**src/design/sa_buf_pkg.sv**
```systemverilog
// package: register map, field layout and types for the subaddress decoder
package sa_buf_pkg;
    // word offsets on the bus (byte addresses, 32-bit aligned)
    localparam logic [7:0] OFS_CTRL      = 8'h00;
    localparam logic [7:0] OFS_CFG       = 8'h04;
    localparam logic [7:0] OFS_SEL       = 8'h08;
    localparam logic [7:0] OFS_MODE      = 8'h0C;
    localparam logic [7:0] OFS_EVENT     = 8'h10;
    localparam logic [7:0] OFS_IRQ_STAT  = 8'h14;
    localparam logic [7:0] OFS_IRQ_MASK  = 8'h18;
    // control word field positions
    localparam int GSEL_BIT      = 15;
    localparam int RXM_LSB       = 5;
    localparam int EOM_EN_BIT    = 4;
    localparam int ROLL_EN_BIT   = 3;
    localparam int BCM_LSB       = 0;
    // configuration word field positions
    localparam int CSIZE_LSB     = 9;
    localparam int ENH_BIT       = 1;
    // event register bits
    localparam int EV_EOM_BIT    = 0;
    localparam int EV_ROLL_BIT   = 1;
    // reset values
    localparam logic [15:0] CTRL_RST = 16'h0000;
    localparam logic [15:0] CFG_RST  = 16'h0000;
    localparam logic [1:0]  MASK_RST = 2'h0;
    // number of subaddresses and smallest circular size
    localparam int SA_NUM        = 32;
    localparam int SA_W          = 5;
    localparam logic [13:0] CIRC_BASE = 14'h0080;
    // mode codes
    localparam logic [2:0] CODE_SINGLE = 3'h0;
    localparam logic [2:0] CODE_GCIRC  = 3'h7;

    typedef enum logic [1:0] {
        BUF_SINGLE = 2'b00,
        BUF_CIRC   = 2'b01,
        BUF_DOUBLE = 2'b10
    } buf_mode_t;

    typedef struct packed {
        buf_mode_t   mode;
        logic [13:0] size;
    } buf_sel_t;
endpackage

```
**src/design/sa_ctrl_mem.sv**
```systemverilog
// little memory holding one control word for each subaddress
`timescale 1ns/1ps
module sa_ctrl_mem (
    input  wire logic                          clk,
    input  wire logic                          we,
    input  wire logic [sa_buf_pkg::SA_W-1:0]   waddr,
    input  wire logic [15:0]                   wdata,
    input  wire logic [sa_buf_pkg::SA_W-1:0]   raddr,
    output logic      [15:0]                   rdata
);
    logic [15:0] mem [sa_buf_pkg::SA_NUM];

    // write port; contents are undefined until software loads them
    always_ff @(posedge clk) begin
        if (we) begin
            mem[waddr] <= wdata;
        end
    end

    // registered read, one cycle of latency
    always_ff @(posedge clk) begin
        rdata <= mem[raddr];
    end
endmodule // sa_ctrl_mem

```
**src/design/sa_buf_decode.sv**
```systemverilog
// subaddress receive/broadcast buffer mode decoder with wishbone slave
//
// Contract
// RL1 - global select forces double (code 000) or circular (code 111)
// RL2 - rx mode 000 single, else circular 128-8192
// RL3 - global, rx code 000: double buffering
// RL4 - global, rx code 111: circular, global size
// RL5 - end-of-message irq enabled by bit 4
// RL6 - rollover irq enabled by bit 3
// RL7 - bcast mode 000 single, else circular sizes
// RL8 - global, bcast code 000: double buffering
// RL9 - global, bcast code 111: circular, global size
// RL10 - host enables enhanced buffering before per-subaddress
// RL11 - global with other codes falls back single
`timescale 1ns/1ps
module sa_buf_decode (
    input  wire logic        MCLK,
    input  wire logic        ARST_N,
    input  wire logic        WB_CYC_I,
    input  wire logic        WB_STB_I,
    input  wire logic        WB_WE_I,
    input  wire logic [7:0]  WB_ADR_I,
    input  wire logic [3:0]  WB_SEL_I,
    input  wire logic [31:0] WB_DAT_I,
    output logic      [31:0] WB_DAT_O,
    output logic             WB_ACK_O,
    output logic             IRQ
);

    ////////////////////////////////////////////////////////////////////
    // decode functions

    // circular length from a three-bit code: 128 shifted by code-1
    function automatic logic [13:0] circ_len(input logic [2:0] code);
        logic [2:0] sh;
        sh = code - 3'h1;
        circ_len = sa_buf_pkg::CIRC_BASE << sh;
    endfunction

    // one buffer field decoded against global select and global size
    function automatic sa_buf_pkg::buf_sel_t decode_mode(
        input logic       gsel,
        input logic [2:0] code,
        input logic [2:0] gsize);
        sa_buf_pkg::buf_sel_t r;
        r.mode = sa_buf_pkg::BUF_SINGLE;
        r.size = 14'h0000;
        if (!gsel) begin
            // RL2 RL7 per-subaddress decode
            if (code != sa_buf_pkg::CODE_SINGLE) begin
                r.mode = sa_buf_pkg::BUF_CIRC;
                r.size = circ_len(code);
            end
        end else if (code == sa_buf_pkg::CODE_SINGLE) begin
            // RL3 RL8 global double
            r.mode = sa_buf_pkg::BUF_DOUBLE;
        end else if (code == sa_buf_pkg::CODE_GCIRC) begin
            // RL4 RL9 global circular size; code 000 is taken as 128
            r.mode = sa_buf_pkg::BUF_CIRC;
            r.size = (gsize == 3'h0) ? sa_buf_pkg::CIRC_BASE
                                     : circ_len(gsize);
        end
        // RL11 other codes stay single
        return r;
    endfunction

    ////////////////////////////////////////////////////////////////////
    // bus strobes

    logic        req;
    logic        wr;
    logic        rd;
    logic        ack_q;
    logic        ack_d;
    logic        lane01;

    // every access answers two cycles after the strobe rises, so the
    // control memory read has settled before read data are sampled
    typedef enum logic [1:0] {
        BUS_IDLE = 2'b00,
        BUS_WAIT = 2'b01,
        BUS_ACK  = 2'b10
    } bus_state_t;
    bus_state_t bus_q;
    bus_state_t bus_d;

    assign req    = WB_CYC_I && WB_STB_I;
    assign lane01 = WB_SEL_I[0] && WB_SEL_I[1];
    assign wr     = (bus_q == BUS_ACK) && WB_WE_I;
    assign rd     = (bus_q == BUS_ACK) && !WB_WE_I;

    // bus sequencer
    always_comb begin
        bus_d = bus_q;
        ack_d = 1'b0;
        case (bus_q)
            BUS_IDLE: begin
                if (req) begin
                    bus_d = BUS_WAIT;
                end
            end
            BUS_WAIT: begin
                bus_d = BUS_ACK;
            end
            BUS_ACK: begin
                ack_d = 1'b1;
                bus_d = BUS_IDLE;
            end
            default: begin
                bus_d = BUS_IDLE;
            end
        endcase
    end

    always_ff @(posedge MCLK or negedge ARST_N) begin
        if (!ARST_N) begin
            bus_q <= BUS_IDLE;
        end else begin
            bus_q <= bus_d;
        end
    end

    assign ack_q    = (bus_q == BUS_ACK);
    assign WB_ACK_O = ack_q && req;

    ////////////////////////////////////////////////////////////////////
    // registers

    logic [15:0]                  cfg_q;
    logic [sa_buf_pkg::SA_W-1:0]  sel_q;
    logic [1:0]                   mask_q;
    logic [1:0]                   stat_q;
    logic [15:0]                  ctrl_rd;
    logic                         mem_we;

    // control words live in memory; address taken from the select reg
    assign mem_we = wr && (WB_ADR_I == sa_buf_pkg::OFS_CTRL) && lane01;

    sa_ctrl_mem u_mem (
        .clk   (MCLK),
        .we    (mem_we),
        .waddr (sel_q),
        .wdata (WB_DAT_I[15:0]),
        .raddr (sel_q),
        .rdata (ctrl_rd)
    );

    // configuration word, holds global size and enhanced enable
    always_ff @(posedge MCLK or negedge ARST_N) begin
        if (!ARST_N) begin
            cfg_q <= sa_buf_pkg::CFG_RST;
        end else if (wr && WB_ADR_I == sa_buf_pkg::OFS_CFG && lane01) begin
            cfg_q <= WB_DAT_I[15:0];
        end
    end

    // subaddress select
    always_ff @(posedge MCLK or negedge ARST_N) begin
        if (!ARST_N) begin
            sel_q <= '0;
        end else if (wr && WB_ADR_I == sa_buf_pkg::OFS_SEL && WB_SEL_I[0]) begin
            sel_q <= WB_DAT_I[sa_buf_pkg::SA_W-1:0];
        end
    end

    // interrupt mask
    always_ff @(posedge MCLK or negedge ARST_N) begin
        if (!ARST_N) begin
            mask_q <= sa_buf_pkg::MASK_RST;
        end else if (wr && WB_ADR_I == sa_buf_pkg::OFS_IRQ_MASK
                     && WB_SEL_I[0]) begin
            mask_q <= WB_DAT_I[1:0];
        end
    end

    ////////////////////////////////////////////////////////////////////
    // decode of the selected subaddress

    logic                  gsel;
    sa_buf_pkg::buf_sel_t  rx_sel;
    sa_buf_pkg::buf_sel_t  bc_sel;
    logic [2:0]            gsize;

    // RL1 global select overrides individual fields
    assign gsel   = ctrl_rd[sa_buf_pkg::GSEL_BIT];
    assign gsize  = cfg_q[sa_buf_pkg::CSIZE_LSB +: 3];
    assign rx_sel = decode_mode(gsel, ctrl_rd[sa_buf_pkg::RXM_LSB +: 3],
                                gsize);
    assign bc_sel = decode_mode(gsel, ctrl_rd[sa_buf_pkg::BCM_LSB +: 3],
                                gsize);

    ////////////////////////////////////////////////////////////////////
    // broadcast events and interrupt status

    logic [1:0] ev_set;

    // software reports message end / rollover for the selected
    // subaddress by writing the event register; a real terminal would
    // drive these from its message engine
    always_comb begin
        ev_set = 2'h0;
        if (wr && WB_ADR_I == sa_buf_pkg::OFS_EVENT && WB_SEL_I[0]) begin
            // RL5 end-of-message enable
            ev_set[0] = WB_DAT_I[sa_buf_pkg::EV_EOM_BIT]
                        && ctrl_rd[sa_buf_pkg::EOM_EN_BIT];
            // RL6 rollover only with circular mode
            ev_set[1] = WB_DAT_I[sa_buf_pkg::EV_ROLL_BIT]
                        && ctrl_rd[sa_buf_pkg::ROLL_EN_BIT]
                        && (bc_sel.mode == sa_buf_pkg::BUF_CIRC);
        end
    end

    // sticky status, cleared by read; a new event wins over the clear
    always_ff @(posedge MCLK or negedge ARST_N) begin
        if (!ARST_N) begin
            stat_q <= 2'h0;
        end else if (rd && WB_ADR_I == sa_buf_pkg::OFS_IRQ_STAT) begin
            stat_q <= ev_set;
        end else begin
            stat_q <= stat_q | ev_set;
        end
    end

    assign IRQ = |(stat_q & mask_q);

    ////////////////////////////////////////////////////////////////////
    // read data

    // registered read mux; unmapped offsets read zero
    always_ff @(posedge MCLK or negedge ARST_N) begin
        if (!ARST_N) begin
            WB_DAT_O <= 32'h00000000;
        end else if (bus_q == BUS_WAIT) begin
            if (WB_ADR_I == sa_buf_pkg::OFS_CTRL) begin
                WB_DAT_O <= {16'h0000, ctrl_rd};
            end else if (WB_ADR_I == sa_buf_pkg::OFS_CFG) begin
                WB_DAT_O <= {16'h0000, cfg_q};
            end else if (WB_ADR_I == sa_buf_pkg::OFS_SEL) begin
                WB_DAT_O <= {27'h0000000, sel_q};
            end else if (WB_ADR_I == sa_buf_pkg::OFS_MODE) begin
                // RL10 enhanced enable shown, kept by host
                WB_DAT_O <= {cfg_q[sa_buf_pkg::ENH_BIT], 11'h000,
                             rx_sel.mode, rx_sel.size,
                             bc_sel.mode[0], 3'h0};
            end else if (WB_ADR_I == sa_buf_pkg::OFS_IRQ_STAT) begin
                WB_DAT_O <= {30'h00000000, stat_q};
            end else if (WB_ADR_I == sa_buf_pkg::OFS_IRQ_MASK) begin
                WB_DAT_O <= {30'h00000000, mask_q};
            end else begin
                WB_DAT_O <= 32'h00000000;
            end
        end
    end

endmodule // sa_buf_decode

```
**config.mk**
```make
export PLATFORM = sky130hd
export DESIGN_NAME = sa_buf_decode
export DESIGN_NICKNAME = d
export VERILOG_FILES = /design/src/design/sa_buf_pkg.sv /design/src/design/sa_ctrl_mem.sv /design/src/design/sa_buf_decode.sv
export SDC_FILE = /design/constraint.sdc
export NUM_CORES = 1
export LEC_CHECK = 0
export BUFFER_PORTS_ARGS = -buffer_cell sky130_fd_sc_hd__buf_2
export CORE_MARGIN = 5
export CORE_UTILIZATION = 50
export DETAILED_ROUTE_END_ITERATION = 16
export GPL_TIMING_DRIVEN = 0
export HOLD_SLACK_MARGIN = 0.12
export PLACE_DENSITY = 0.7
export RECOVER_POWER = 100
export SLEW_MARGIN = 20
export SYNTH_ARGS = -nofsm -noshare
export SYNTH_HDL_FRONTEND = slang
export SYNTH_SLANG_ARGS = --single-unit
```
**constraint.sdc**
```tcl
create_clock -name MCLK -period 4.5 [get_ports MCLK]
set_input_delay 0.45 -clock MCLK [delete_from_list [all_inputs] [get_ports MCLK]]
set_output_delay 0.45 -clock MCLK [all_outputs]
set_load 0.01 [all_outputs]
```
Yosys cells after proc, flatten, opt, wreduce, memory -nomap -nowiden

Memory sizes are Yosys's and may differ from the RTL's. A register that Yosys moved wholly into a read port is not among the register bits.
Cells that the tools add are included.

Bits in registers: 59
Bits in writable memories: 512
Bits of input ports: 49
Memories: 1

Add/sub/neg operators: 3
Eq/ne operators: 12
Shift operators: 3
Mux-type cells: 23
Bitwise operators: 2
Reduce and logical (&&, ||, !) cells: 28

Memories:

| memory    | depth | bits a word | read ports | clocked after memory_dff | wr ports | RTL line          | RTL |
|---|---|---|---|---|---|---|---|
| u_mem.mem | 32    | 16          | 1          | 1                        | 1        | sa_ctrl_mem.sv:11 | `logic [15:0] mem [sa_buf_pkg::SA_NUM];` |

Operators by type and width:

| kind                                             | count |
|---|---|
| 2-to-1 mux 32 bit                                | 4 |
| 2-to-1 mux 15 bit                                | 4 |
| 2-to-1 mux 14 bit                                | 3 |
| left shift 8 x 3 -> 14 bit, first input constant | 3 |
| 2-to-1 mux 16 bit                                | 2 |
| == test 8 x 5 -> 1 bit, second input constant    | 3 |
| logical AND 1 bit                                | 19 |
| == test 8 x 4 -> 1 bit, second input constant    | 2 |
| 2-to-1 mux 2 bit                                 | 7 |
| zero test 3 bit                                  | 3 |
| subtractor 3 x 1 -> 3 bit, second input constant | 3 |
| == test 8 x 3 -> 1 bit, second input constant    | 1 |
| zero test 8 bit                                  | 1 |
| == test 3 bit, second input constant             | 2 |
| nonzero test 3 bit                               | 2 |
| == test 2 x 1 -> 1 bit, second input constant    | 2 |
| case mux 2 bit (2 select lines)                  | 1 |
| AND 2 bit                                        | 1 |
| == test 2 bit, second input constant             | 1 |
| zero test 2 bit                                  | 1 |
| 2-to-1 mux 1 bit                                 | 2 |
| inequality test 2 bit, second input constant     | 1 |
| OR 2 bit                                         | 1 |
| OR reduction 2 bit                               | 1 |
| zero test 1 bit                                  | 1 |

Longest topological paths before layout

Depth after elaboration: 11
Depth in mapped cells: 7

Hierarchy

A second synthesis with hierarchy kept.

Cell total of the unflattened synthesis: 1405
Area total of the unflattened synthesis: 23201.0 um2

By module, submodules not included:

| module        | instances | cells each | area an instance (um2) |
|---|---|---|---|
| sa_ctrl_mem   | 1         | 1143       | 20535.9 |
| sa_buf_decode | 1         | 262        | 2665.1 |

Worst setup path after synthesis

No wires, ideal clock.

Kind: input to register
From: input port WB_ADR_I[7]
To: memory u_mem.mem[27][0] (enable)
Data arrival time: 2788 ps
Required time: 4091 ps
Slack: 1303 ps
Stages on the path: 5
Buffers on the path: 1
Cell sequence: or4_1 > buf_2 > nor4_4 > nand3_1 > nor3_1

Longest elaborated chain between the ends: 5

RTL lines:

| what                                   | RTL line             | RTL |
|---|---|---|
| from (decl)                            | sa_buf_decode.sv:22  | `input wire logic [7:0] WB_ADR_I,` |
| zero test 8 bit                        | sa_buf_decode.sv:137 | `assign mem_we = wr && (WB_ADR_I == sa_buf_pkg::OFS_CTRL) && lane01;` |
| logical AND 1 bit (2 in a row)         | sa_buf_decode.sv:137 |  |
| 2-to-1 mux 1 bit                       | sa_ctrl_mem.sv:15    | `if (we) begin` |
| 2-to-1 mux 1 bit (implied by the code) | sa_ctrl_mem.sv:16    | `mem[waddr] <= wdata;` |
| to (decl)                              | sa_ctrl_mem.sv:11    |  |

Every way passes these cells.

Worst setup path in the final report

From: register sel_q[0] (netlist bit)
To: memory u_mem.mem[17][0] (enable)

RTL lines:

| what                   | RTL line             | RTL |
|---|---|---|
| from (decl)            | sa_buf_decode.sv:130 | `logic [sa_buf_pkg::SA_W-1:0] sel_q;` |
| from (signal assigned) | sa_buf_decode.sv:162 | `sel_q <= WB_DAT_I[sa_buf_pkg::SA_W-1:0];` |

Straight into the memory's write port.

==> qor.yml <==
clock_tree:
  clk_pin_slew_ps: 60
  cts_setup_buffers: 0
  insertion_delay_ps: 610
  cts_tree: "done"
  cts_root_buf: "clkbuf_16"
  cts_made_buffers: 56
  clock_sinks: 576
  cts_htree_levels: 2
  clock_path_buffers: 3
timing:
  setup_tns_ps: 0
  fin_ws_ps: 126
  fin_crit_ps: 4370
  worst_slew_pin_slew_ps: 2540
  skew_ps: 21.6
  rsz0062_at_grt: "no"
  max-slew-margin-rel: -0.692
  hold_viol: 0
  fmax_mhz: 229
  setup_violations: 0
  slew_violations: 602
  hold_ws_ps: 259
  final.period_utilization: 0.972
synth:
  syn_avg_cell_area_um2: 16.8
  synth-compound-area-share: 0.0526
  postSynthCellCount: 1335
  synth_xor_area_frac: 0
  synth-edff-count: 512
  synth_mux_area_frac: 0.127
  synth_flop_cell: "edfxtp_1"
  synthSimpleGateAreaFrac: 0.0487
  yosysUniqueCellTypes: 51
  syn_area_mm2: 0.0225
  synthAdderAreaFrac: 0.000556
  async_flop_share: 0.0833
  ys_warn_count: 0
  synth_top_family_by_area: "multiplexers"
  yosysSeqAreaShare: 0.751
  ys_ff_latch: 576
grt:
  grt_max_degree: 49
  grt_pass1_vias: 12669
  grtUsageMet2: 0.396
  gr-total-overflow: 0
  grt_first_pass_wirelength_um: 90000
  busiest_layer: "met2"
  grt.met1_usage: 0.349
  grt_use_total: 0.252
  globalRouteMet3Util: 0.0564
  antenna_found_initial: 0
cells_and_area:
  finalNonFillerCells: 2119
  synthToLayoutAreaGrowth_pct: 13.3
  fill_cells: 3393
  fin_util: 0.575
  fin_area_mm2: 0.0255
  n_antenna_cell: 0
  fin_nets: 1532
  drive_gt1_frac: 0.106
power:
  power_mw: 10.7
  ir_drop_uv: 286
  p_leak_nw: 7.88
  comb_power_share: 0.024
  switchingPower_mw: 2.15
  power.internal_mw: 8.51
  switching_share: 0.201
  seq_power_share: 0.551
  p_clk_frac: 0.426
  powerDensity_mw_per_mm2: 418
worst_setup_path:
  worstSetupStartpointType: "flip-flop"
  critPathKind: "flip-flop to flip-flop"
  worstSetupEndpointType: "flip-flop"
  required_ps: 4810
  crit_fanout: 10
  crit_arrival_ps: 4680
placement:
  globalplace.congestion: 0.941
  dp_slack_ps: 338
  dp_hpwl_um: 41300
  placed_area_mm2: 0.0240
  dp.cells: 2013
  portBuffers: 53
job:
  drv_cap: 18
floorplan:
  die_width_um: 222
  die-area_mm2: 0.0493
  fp.dieH_um: 222
  start_util: 0.507
  rows: 77
  fp.coreArea_mm2: 0.0443
  num_io_pins: 83
detailed_routing:
  vias_per_cell: 6.31
  dr_total_vias: 13363
  routed_wl_um: 63700
  drt-initial-drc-count: 2160
  wl_per_cell_um: 30.0
  drc: 0
  final_antenna_net_count: 0
  drt_first_pass_iters: 5
min_path:
  hold_class: "input port to flip-flop"
run_status:
  violations: "capacitance limit, slew limit"
  status: "complete, but fails checks"
cell type report:
cell class | count | area (µm²) | area share
multi-input combinational | 671 | 5240 | 0.206
inverter | 5 | 18.8 | 0.000737
timing repair buffer | 79 | 424 | 0.0166
clock inverter | 32 | 280 | 0.0110
tap | 592 | 741 | 0.0291
sequential | 576 | 16900 | 0.663
clock buffer | 71 | 1480 | 0.0580
buffer | 93 | 405 | 0.0159
worst max-delay path, cell delays in order (launching register included):
cell and delay [ps]:
dfrtp_1 320, clkbuf_1 470, clkbuf_1 410, clkbuf_1 970
nand3b_1 700, nor2_1 940, buf_8 250
cell families (layout without fill, tap and decap cells):
family,after synthesis,in the layout
DFF,576,576
muxes,283,283
and+or+nand+nor,193,193
AOI/OAI and AO/OA,183,183
buffers and inverters,98,280
adders and majority gates,1,1
other,1,11
synth_stat cells, drive strengths merged, types with 5 or more instances:
| library cell | n | area (µm²) |
|---|---|---|
| inv | 5 | 18.8 |
| dfrtp | 48 | 1200 |
| buf | 34 | 195 |
| edfxtp | 512 | 15400 |
| nand2b | 6 | 37.5 |
| a21oi | 15 | 75.1 |
| nor2b | 6 | 37.5 |
| a22o | 5 | 43.8 |
| nor4 | 35 | 249 |
| mux2i | 260 | 2600 |
| nand3 | 6 | 30.0 |
| nor3 | 11 | 60.1 |
| nand3b | 5 | 37.5 |
| mux2 | 23 | 259 |
| nand2 | 30 | 113 |
| o21ai | 8 | 40.0 |
| dfxtp | 16 | 320 |
| clkbuf | 59 | 221 |
| a221oi | 6 | 52.6 |
| nand4bb | 6 | 67.6 |
| nor2 | 59 | 221 |
| nand4b | 6 | 52.6 |
| o22ai | 133 | 832 |
flip-flops by register name, indices dropped and copies added, names as in the netlist:
signal / flops
stat_q: 2
u_mem.rdata: 16
bus_q: 2
u_mem.mem: 512
mask_q: 2
sel_q: 5
WB_DAT_O: 21
cfg_q: 16
per-layer routing:
layer  routed length [µm]  vias to the layer above
met3                 7550                      151
met1                24000                     6669
met2                29600                      935
li1                     -                     5608
met4                 2560                        0
met5                    0                        -
cell usage in the layout (no fill, tap or decap), drive strengths merged, types with 8 or more instances in the layout:
cell / synthesis / final
a21oi: 15 / 15
buf: 34 / 46
clkbuf: 59 / 194
clkinv: 0 / 24
conb: 1 / 11
dfrtp: 48 / 48
dfxtp: 16 / 16
edfxtp: 512 / 512
inv: 5 / 8
mux2: 23 / 23
mux2i: 260 / 260
nand2: 30 / 30
nor2: 59 / 59
nor3: 11 / 11
nor4: 35 / 35
o21ai: 8 / 8
o22ai: 133 / 133
power groups by stage:
| stage | combinational, mW | clock, mW | sequential (mW) |
|---|---|---|---|
| 6_report | 0.252 | 4.54 | 5.87 |
| 5_1_grt | 0.271 | 4.80 | 5.87 |
| 4_1_cts | 0.263 | 4.57 | 5.86 |
| 3_5_place_dp | 0.261 | 0 | 5.98 |
| 3_3_place_gp | 0.253 | 0 | 5.97 |
| 2_1_floorplan | 0.0828 | 0 | 5.99 |
path summary, 6_finish.rpt:
kind | from | end | slack, ps | depth (start not counted)
setup / recovery | sel_q[0]$_DFFE_PN0P_ | u_mem.mem[17][0]$_DFFE_PP_ | 130 | 6
setup reg to reg | sel_q[0]$_DFFE_PN0P_ | u_mem.mem[17][0]$_DFFE_PP_ | 130 | 6
max in group asynchronous | ARST_N | cfg_q[7]$_DFFE_PN0P_ | 1880 | 2
hold reg to reg | bus_q[0]$_DFFE_PN0P_ | bus_q[0]$_DFFE_PN0P_ | 470 | 1
min in group asynchronous | ARST_N | WB_DAT_O[5]$_DFFE_PN0N_ | 1180 | 2
hold / removal | WB_WE_I | stat_q[0]$_DFF_PN0_ | 260 | 4
what timing repair did:
item,4_1_cts,5_1_grt
hold buffers,3,0
hold endpoints to repair,49,0
gates resized for setup,0,0
No activity file was read; power rests on OpenSTA's default activity.
